## config.mk

```make
export PLATFORM = sky130hd
export DESIGN_NAME = gdfsb_top
export DESIGN_NICKNAME = d
export VERILOG_FILES = /design/src/logic/gdfsb_pkg.sv /design/src/logic/gdfsb_flag_cell.sv /design/src/logic/gdfsb_top.sv
export VERILOG_INCLUDE_DIRS = /design/src /design/src/logic
export SDC_FILE = /design/constraint.sdc
export NUM_CORES = 1
export LEC_CHECK = 0
export BUFFER_PORTS_ARGS = -buffer_cell sky130_fd_sc_hd__buf_2
export CORE_MARGIN = 4
export CORE_UTILIZATION = 36
export DETAILED_ROUTE_END_ITERATION = 12
export PLACE_DENSITY_LB_ADDON = 0.15
export SYNTH_ARGS = -nofsm -noshare
export SYNTH_HDL_FRONTEND = slang
export SYNTH_SLANG_ARGS = --single-unit
```

## constraint.sdc

```tcl
create_clock -name I_CLK_SYS -period 1.1 [get_ports I_CLK_SYS]
set_clock_uncertainty 0.1 [all_clocks]
set_input_delay 0.055 -clock I_CLK_SYS [delete_from_list [all_inputs] [get_ports I_CLK_SYS]]
set_output_delay 0.055 -clock I_CLK_SYS [all_outputs]
set_load 0.1 [all_outputs]
```

## src/logic/gdfsb_consts.svh

```systemverilog
`ifndef GDFSB_CONSTS_SVH
`define GDFSB_CONSTS_SVH

`define GDF_ADDR_W         7
`define GDF_DATA_W         32
`define GDF_FLAG_W         15
`define GDF_ADDR_FLAGS     7'h01
`define GDF_ADDR_READBACK  7'h04

`define GDF_B_RESET        0
`define GDF_B_OTPW         1
`define GDF_B_OT           2
`define GDF_B_PUMP_UV      3
`define GDF_B_SC_U         4
`define GDF_B_S2G_U        5
`define GDF_B_S2VS_U       6
`define GDF_PHASE_STRIDE   4
`define GDF_PHASES         3

`define GDF_FLAGS_RST      15'h0001
`define GDF_STATUS_MASK    15'h777C
`define GDF_DISABLE_MASK   15'h6664
`define GDF_CYCLE_CLR_MASK 15'h7FFC
`define GDF_DRV_EN_RST     1'b1
`define GDF_VERSION_RST    8'hA5

`define GDF_IO_B_PINS      0
`define GDF_IO_B_DRV_EN    6
`define GDF_IO_B_ZERO      7
`define GDF_IO_B_OTPW      8
`define GDF_IO_B_OT136     9
`define GDF_IO_B_OT143     10
`define GDF_IO_B_VER       24
`define GDF_IO_PINS_W      6
`define GDF_IO_VER_W       8

`endif

```

## src/logic/gdfsb_pkg.sv

```systemverilog
`default_nettype none

package gdfsb_pkg;

  typedef struct packed {
    logic phase_w_high_in;
    logic phase_w_low_in;
    logic phase_v_high_in;
    logic phase_v_low_in;
    logic phase_u_high_in;
    logic phase_u_low_in;
  } gdfsb_pins_t;

  typedef struct packed {
    logic       pump_uv;
    logic [2:0] short_cnt;
    logic [2:0] s2g;
    logic [2:0] s2vs;
    logic       otpw;
    logic       ot;
    logic       temp_136c_state;
    logic       temp_143c_state;
  } gdfsb_evt_t;

endpackage

`default_nettype wire

```

## src/logic/gdfsb_flag_cell.sv

```systemverilog
`timescale 1ns/100ps
`default_nettype none

// one sticky status bit; a set in the clearing cycle wins
module gdfsb_flag_cell #(
  parameter logic RST_VAL = 1'b0
) (
  input  wire logic i_clk,
  input  wire logic i_rst,
  input  wire logic i_set,
  input  wire logic i_clr,
  output logic      o_flag
);

  logic flag_ff;
  logic nxt_flag;

  always_comb begin
    nxt_flag = flag_ff;
    if (i_clr) begin
      nxt_flag = 1'b0;
    end
    if (i_set) begin
      nxt_flag = 1'b1;
    end
  end

  always_ff @(posedge i_clk) begin
    if (i_rst) begin
      flag_ff <= RST_VAL;
    end else begin
      flag_ff <= nxt_flag;
    end
  end

  assign o_flag = flag_ff;

endmodule

`default_nettype wire

```

## src/logic/gdfsb_top.sv

```systemverilog
`timescale 1ns/100ps
`default_nettype none
`include "gdfsb_consts.svh"

module gdfsb_top #(
  parameter logic [7:0] VERSION = `GDF_VERSION_RST  // arbitrary value
) (
  input  wire logic                     I_CLK_SYS,
  input  wire logic                     I_RST,
  input  wire logic [`GDF_ADDR_W-1:0]   I_ADDR,
  input  wire logic                     I_WR,
  input  wire logic [`GDF_DATA_W-1:0]   I_WDATA,
  input  wire logic                     I_RD,
  output logic      [`GDF_DATA_W-1:0]   O_RDATA,
  input  wire gdfsb_pkg::gdfsb_pins_t   I_PINS,
  input  wire logic                     I_DRV_EN,
  input  wire gdfsb_pkg::gdfsb_evt_t    I_EVT,
  output logic                          O_STATUS,
  output logic                          O_DRV_DISABLE
);

  logic [`GDF_FLAG_W-1:0] flags;
  logic [`GDF_FLAG_W-1:0] flag_set;
  logic [`GDF_FLAG_W-1:0] flag_clr;
  logic                   drv_en_prev_ff;
  logic                   nxt_drv_en_prev;
  logic                   drv_en_rise;
  logic                   flags_wr;
  logic [`GDF_DATA_W-1:0] rdata_ff;
  logic [`GDF_DATA_W-1:0] nxt_rdata;

  // enable pin edge detector for the bulk clear
  always_comb begin
    nxt_drv_en_prev = I_DRV_EN;
  end

  always_ff @(posedge I_CLK_SYS) begin
    if (I_RST) begin
      drv_en_prev_ff <= `GDF_DRV_EN_RST;
    end else begin
      drv_en_prev_ff <= nxt_drv_en_prev;
    end
  end

  assign drv_en_rise = I_DRV_EN && !drv_en_prev_ff;
  assign flags_wr    = I_WR && (I_ADDR == `GDF_ADDR_FLAGS);

  // event to flag mapping
  always_comb begin
    flag_set = '0;
    flag_set[`GDF_B_OTPW]  = I_EVT.otpw;
    flag_set[`GDF_B_OT]    = I_EVT.ot;
    flag_set[`GDF_B_PUMP_UV] = I_EVT.pump_uv;
    for (int p = 0; p < `GDF_PHASES; p++) begin
      flag_set[`GDF_B_SC_U   + `GDF_PHASE_STRIDE*p] = I_EVT.short_cnt[p];
      flag_set[`GDF_B_S2G_U  + `GDF_PHASE_STRIDE*p] = I_EVT.s2g[p];
      flag_set[`GDF_B_S2VS_U + `GDF_PHASE_STRIDE*p] = I_EVT.s2vs[p];
    end
  end

  // write-one clear, plus bulk clear on an enable low-high cycle
  always_comb begin
    flag_clr = '0;
    if (flags_wr) begin
      flag_clr = I_WDATA[`GDF_FLAG_W-1:0];
      // reset indication clears only with the enable pin high
      flag_clr[`GDF_B_RESET] = I_WDATA[`GDF_B_RESET] && I_DRV_EN;
    end
    if (drv_en_rise) begin
      flag_clr = flag_clr | `GDF_CYCLE_CLR_MASK;
    end
  end

  for (genvar b = 0; b < `GDF_FLAG_W; b++) begin : g_flag
    localparam logic [`GDF_FLAG_W-1:0] RST_VEC = `GDF_FLAGS_RST;
    gdfsb_flag_cell #(
      .RST_VAL (RST_VEC[b])
    ) u_cell (
      .i_clk   (I_CLK_SYS),
      .i_rst   (I_RST),
      .i_set   (flag_set[b]),
      .i_clr   (flag_clr[b]),
      .o_flag  (flags[b])
    );
  end

  assign O_STATUS      = |(flags & `GDF_STATUS_MASK);
  // for undervoltage only the live input holds the driver off; the latched flag is not in the disable mask
  assign O_DRV_DISABLE = I_EVT.pump_uv || |(flags & `GDF_DISABLE_MASK);

  // registered read data
  always_comb begin
    nxt_rdata = rdata_ff;
    if (I_RD) begin
      nxt_rdata = '0;
      if (I_ADDR == `GDF_ADDR_FLAGS) begin
        nxt_rdata[`GDF_FLAG_W-1:0] = flags;
      end else if (I_ADDR == `GDF_ADDR_READBACK) begin
        nxt_rdata[`GDF_IO_B_PINS +: `GDF_IO_PINS_W] = I_PINS;
        nxt_rdata[`GDF_IO_B_DRV_EN]    = I_DRV_EN;
        nxt_rdata[`GDF_IO_B_ZERO]      = 1'b0;
        nxt_rdata[`GDF_IO_B_OTPW]      = I_EVT.otpw;
        nxt_rdata[`GDF_IO_B_OT136]     = I_EVT.temp_136c_state;
        nxt_rdata[`GDF_IO_B_OT143]     = I_EVT.temp_143c_state;
        nxt_rdata[`GDF_IO_B_VER +: `GDF_IO_VER_W] = VERSION;
      end
    end
  end

  always_ff @(posedge I_CLK_SYS) begin
    if (I_RST) begin
      rdata_ff <= '0;
    end else begin
      rdata_ff <= nxt_rdata;
    end
  end

  assign O_RDATA = rdata_ff;
endmodule

`default_nettype wire

```

==> results of run 1 <==
-- worst paths after layout --
check	startpoint	to	slack, ns	cells after the start
setup / recovery	g_flag[13].u_cell.o_flag$_SDFFE_PP0P_	O_DRV_DISABLE	-0.73	5
hold / removal	I_RD	O_RDATA[13]$_SDFFE_PP0P_	0.02	3
setup reg to reg	drv_en_prev_ff$_SDFF_PP1_	g_flag[13].u_cell.o_flag$_SDFFE_PP0P_	0.04	4
hold reg to reg	O_RDATA[6]$_SDFFE_PP0P_	O_RDATA[6]$_SDFFE_PP0P_	0.41	2
-- cell type report --
class	instances	area share, %
tap	48	2.33
timing repair buffer	122	44.2
inverter	23	3.34
sequential	28	23.5
multi-input combinational	87	24.5
clock buffer	4	2.13
-- flip-flops by register name, summed over array words and instances (netlist names) --
register              cells
g_flag.u_cell.o_flag     13
O_RDATA                  14
drv_en_prev_ff            1
-- cells in the mapped netlist --
master     n  area (um2)
o32ai_1   10        87.6
nor2b_1    2        12.5
nand3b_1   3        22.5
nand4_2    1        12.5
nor3_4     1        16.3
a41oi_1    1        8.76
or4_1      1        7.51
nand2b_1   2        12.5
nor4_1     1        6.26
buf_6      1        11.3
a22oi_1   10        75.1
nand2_1    5        18.8
nor4_2     1        12.5
inv_1     23        86.3
o31ai_1    3        22.5
buf_4     18         135
dfxtp_1   28         561
and4_4     1        11.3
nand4_1    1        6.26
a311oi_1  12         105
or2_2      1        6.26
nand3_1    1        5.00
conb_1     1        3.75
buf_2      6        30.0
buf_1      2        7.51
nor2_1     3        11.3
a21oi_1   12        60.1
-- metal layers --
| metal | up-vias | share of wire (%) | global-route usage, % |
|---|---|---|---|
| li1 | 741 | - | - |
| met1 | 690 | 38 | 19.8 |
| met2 | 52 | 56 | 33.5 |
| met3 | 8 | 5.2 | 3.77 |
| met4 | 0 | 1.6 | 7.59 |
| met5 | - | 0 | 0 |
-- stage by stage --
stage,TNS [ns],hold WS [ns],utilization [%],total power (W),setup slack [ns]
2_1_floorplan,-0.834,0.0616,-,0.00149,-0.417
3_3_place_gp,-1.68,0.154,56.7,0.00163,-0.514
3_5_place_dp,-2.00,0.161,56.7,0.00164,-0.527
4_1_cts,-1.43,0.00927,69.5,0.00238,-0.719
5_1_grt,-1.54,0.0295,70.5,0.00248,-0.756
6_report,-1.46,0.0212,70.5,0.00239,-0.728
-- repair_timing --
item,4_1_cts,5_1_grt
buffers inserted,1,1
hold buffers,36,0
cloned,1,0
hold endpoints to repair,24,0
endpoints found under the setup margin,9,12
pin swaps,1,9
gates resized for setup,11,6
-- report_power, final --
| group | switching (W) | internal, W | total (W) |
|---|---|---|---|
| combinational | 0.000435 | 0.000277 | 0.000712 |
| sequential | 0.0000245 | 0.00102 | 0.00105 |
| clock | 0.000307 | 0.000320 | 0.000627 |
| total | 0.000766 | 0.00162 | 0.00239 |
-- cells by family after synthesis --
family | count (synthesis) | share of synthesized area, %
buf+inv | 50 | 19.9
compound gates | 48 | 26.5
flops | 28 | 41.4
simple gates | 24 | 11.9
other cells | 1 | 0.277
-- worst reg2reg max path: stages (launching register included) --
cell      delay (ns)
dfxtp_1         0.32
nand2b_4        0.14
buf_4           0.11
a21oi_1         0.05
a311oi_1        0.25
==> out/metrics.cfg, run 1 <==
[run_status]
status=complete, but fails checks
violations=negative setup slack

[synth]
syn_inst=151
synth_seq_cells=28
syn_area_mm2=0.00136
ys_seq_area_share_pct=41.4
synth_warnings=0
synth_cell_types=27
syn_avg_cell_area_um2=8.97

[timing]
max_freq_mhz=547
rsz0062_at_grt=true
setup_viol=2
hold_viol=0
fin_ws_ns=-0.728
finalCriticalPeriod_ns=1.83
drv_slew=0
fin_crit_sh_pct=166

[worst_hold_path]
min-delay-path-class=in2reg

[route]
drc=0
drt-total-wl_mm=4.54
drt_pass1_iterations=4
drt-initial-drc-count=52
wl_per_cell_um=14.5
drtAntennaViolNets=0
viasPerCell=4.78
dr_total_vias=1491

[grt]
grt_overflow=0
grt_max_degree=16
grt_pass1_vias=1535
grt_pass1_wl_mm=7.07
antenna_found_initial=0
grt_usage_pct=18.1

[placement]
dp_cells=269
io_buffer_count=63
placed_cell_area_mm2=0.00208
dp_hpwl_mm=3.19
gp_congestion=0.772

[critical_path]
cp_num_buf_inv=2
path_class=reg2out
cp_max_fo=2
critPathTopFamily=simple AND/OR/NAND/NOR gates
end_kind=output port
arrival_ns=1.67
cpPeakStageDelay_ns=0.53
worstPathCellList=or4_4, nor4_4, buf_4, nand2_4, buf_12
worstPathRequired_ns=0.94
start_kind=flip-flop
critPathSlowestCell=or4_4

[clock_tree]
cts_buffers=3
insertion_delay_ns=0.27
clkTransAtPathRegs_ns=0.09
cts.path.max_buffers=2
htreeDepth=1
cts.sinks=28
cts_tree=done
cts-root-buf=clkbuf_8

[cells_and_area]
design_area_mm2=0.00258
stdcell_count=312
area_delta_synth_final_pct=90.5
multiInputGateArea_um2=632
drive_gt1_share_pct=44.7
seq_area_um2=607
final_nets=329
layout_commonest_cell=buf_2
mostFrequentLayoutCells=buf_2, dlygate4sd3_1, inv_1
antenna_cells=0
fillers=279

[floorplanning]
core-area_mm2=0.00366
die_h_um=69.4
ioPinCount=98
row_count=22
start_util_pct=37.0
die-area_mm2=0.00481
fp.dieW_um=69.4

[power]
ir_drop_mv=0.581
power.leakage_nw=1.13
power_density_mw_per_mm2=924

[run]
maxCapViolCount=0

(Power assumes the default switching activity.)
==> run 2, diff against run 1 <==
- CORE_UTILIZATION: 36 -> 39
- GPL_ROUTABILITY_DRIVEN: not set -> 0
- SYNTH_HIERARCHICAL: not set -> 1
==> run 2 against run 1 <==
  * Global-route usage down 0.91 points
  * The flow still finishes with violations (negative setup slack)
  * Fmax down 0.40%
  * Die area up 10%
  * Clock power up 58%
  * Synthesized cell count up 19%
  * Cell count up 10%
  * Via count up 7.8%
  * Total power up 22%
==> out/metrics.cfg, run 2 <==
[clock_tree]
cts.path.max_buffers=2
htreeDepth=2
insertion_delay_ns=0.28
cts_tree=done
clkTransAtPathRegs_ns=0.07
cts_buffers=5
cts.sinks=32
cts-root-buf=clkbuf_8

[route]
drt-initial-drc-count=75
dr_total_vias=1608
wl_per_cell_um=13.1
viasPerCell=4.67
drc=0
drt-total-wl_mm=4.51
drt_pass1_iterations=4
drtAntennaViolNets=0

[synth]
synth_seq_cells=32
syn_area_mm2=0.00164
ys_seq_area_share_pct=39.2
syn_avg_cell_area_um2=9.09
synth_warnings=6
synthFlopType=dfxtp_1
synth_cell_types=31
synth.top_cell.area_share_pct=39.2
synth_area_leaders=dfxtp_1, a21oi_2, buf_4
synth.most_common_cell=dfxtp_1
syn_inst=180
synth_area_leader_cell=dfxtp_1
synth-edff-count=0
synth_common_cells=dfxtp_1, inv_1, buf_4, nand2b_1, a21oi_2
postSynth.asyncResetShare_pct=0

[critical_path]
end_kind=output port
cp_max_fo=2
worstPathRequired_ns=0.94
start_kind=flip-flop
arrival_ns=1.68
path_class=reg2out
r2r_setup_slack_ns=0
cpPeakStageDelay_ns=0.54
worstPathCellList=or4_4, nor4_4, buf_4, nand2b_4, buf_12
critPathSlowestCell=or4_4

[cells_and_area]
final_nets=357
antenna_cells=0
mostFrequentLayoutCells=buf_2, inv_1, buf_4
fillers=292
seq_area_um2=702
largest_reg_flops=16
design_area_mm2=0.00299
layout_commonest_cell=buf_2
area_delta_synth_final_pct=82.9
stdcell_count=344
drive_gt1_share_pct=53.4
multiInputGateArea_um2=917

[power]
power.leakage_nw=1.39
ir_drop_mv=0.880
p_int_w=0.00204
power_density_mw_per_mm2=976
p_sw_w=0.000877
sw_frac_of_total_pct=30.0
pwr-share-seq_pct=40.8
clkPwrFrac_pct=33.9
combPwrFrac_pct=25.3
p_total_w=0.00292

[timing]
hold_viol=0
rsz0062_at_grt=true
fin_crit_sh_pct=167
fin_ws_ns=-0.735
finalCriticalPeriod_ns=1.84
setup_viol=3
max_freq_mhz=545
drv_slew=0
fin_tns_setup_ns=-1.47

[floorplanning]
die-area_mm2=0.00529
ioPinCount=98
die_h_um=72.8
start_util_pct=40.6
fp.dieW_um=72.8
core-area_mm2=0.00403
row_count=23

[placement]
dp_cells=313
placed_cell_area_mm2=0.00256
io_buffer_count=67
dp_hpwl_mm=3.34

[grt]
grt_overflow=0
grt_usage_pct=17.2
grt_max_degree=18
grt_pass1_wl_mm=7.14
antenna_found_initial=0
grt_pass1_vias=1541

[run]
maxCapViolCount=0

[run_status]
status=complete, but fails checks
violations=negative setup slack

[worst_hold_path]
min-delay-path-class=in2reg

==> run 2: worst paths after layout <==
kind / endpoint / depth (start not counted) / start
setup / recovery: O_DRV_DISABLE / 5 / g_flag[5].u_cell/o_flag$_SDFFE_PP0P_
hold / removal: drv_en_prev_ff$_SDFF_PP1_ / 3 / I_DRV_EN
setup reg to reg: g_flag[2].u_cell/o_flag$_SDFFE_PP0P_ / 5 / drv_en_prev_ff$_SDFF_PP1_
hold reg to reg: g_flag[0].u_cell/o_flag$_SDFFE_PP1P_ / 2 / g_flag[0].u_cell/o_flag$_SDFFE_PP1P_
==> run 2: per-stage QoR <==
step	setup WS (ns)	utilization [%]	hold WS, ns
floorplan	-0.423	-	0.0174
global placement	-0.508	63.7	0.195
detailed placement	-0.520	63.7	0.201
CTS	-0.715	72.4	0.00362
global route	-0.790	74.3	0.0153
finish	-0.735	74.3	0.00774
==> run 2: power groups by stage <==
stage / clock network, W / registers [W] / logic, W
after global placement: 0 / 0.00122 / 0.000628
after CTS: 0.000988 / 0.00119 / 0.000703
after detailed placement: 0 / 0.00122 / 0.000634
after floorplan: 0 / 0.00123 / 0.000430
after global routing: 0.00105 / 0.00120 / 0.000788
final: 0.000989 / 0.00119 / 0.000739
==> run 2: layer usage <==
| layer | vias to the layer above | share of wire, % | global-route usage [%] |
|---|---|---|---|
| met5 | - | 0 | 0 |
| met4 | 0 | 0.29 | 4.71 |
| met3 | 2 | 6.7 | 3.86 |
| met2 | 54 | 52 | 29.8 |
| met1 | 737 | 41 | 21.5 |
| li1 | 815 | - | - |
==> run 2: cell type report <==
class | count | share of cell area [%]
multi-input combinational | 113 | 30.7
inverter | 25 | 3.14
sequential | 32 | 23.5
tap | 50 | 2.09
timing repair buffer | 116 | 37.3
clock buffer | 8 | 3.35
==> run 2: what timing repair did <==
item                       in CTS  in global routing
pin swaps                       1                  5
setup endpoints to repair       4                 10
hold buffers                   22                  0
gates cloned                    0                  1
hold endpoints to repair       23                  0
setup buffers                   0                  0
gates resized for setup         9                  7
==> run 2: cell families (layout without fill, tap and decap cells) <==
group,after synthesis,in the layout,synth area share [%]
flops,32,32,39.2
compound gates,54,54,26.3
buf+inv,50,149,16.6
simple gates,43,43,17.7
other cells,1,16,0.229
==> run 2: worst max-delay path: cells and delay by family, from the launching register on <==
| kind | cells | cell delay [ns] |
|---|---|---|
| DFF | 1 | 0.31 |
| buffers and inverters | 2 | 0.34 |
| and+or+nand+nor | 3 | 0.75 |
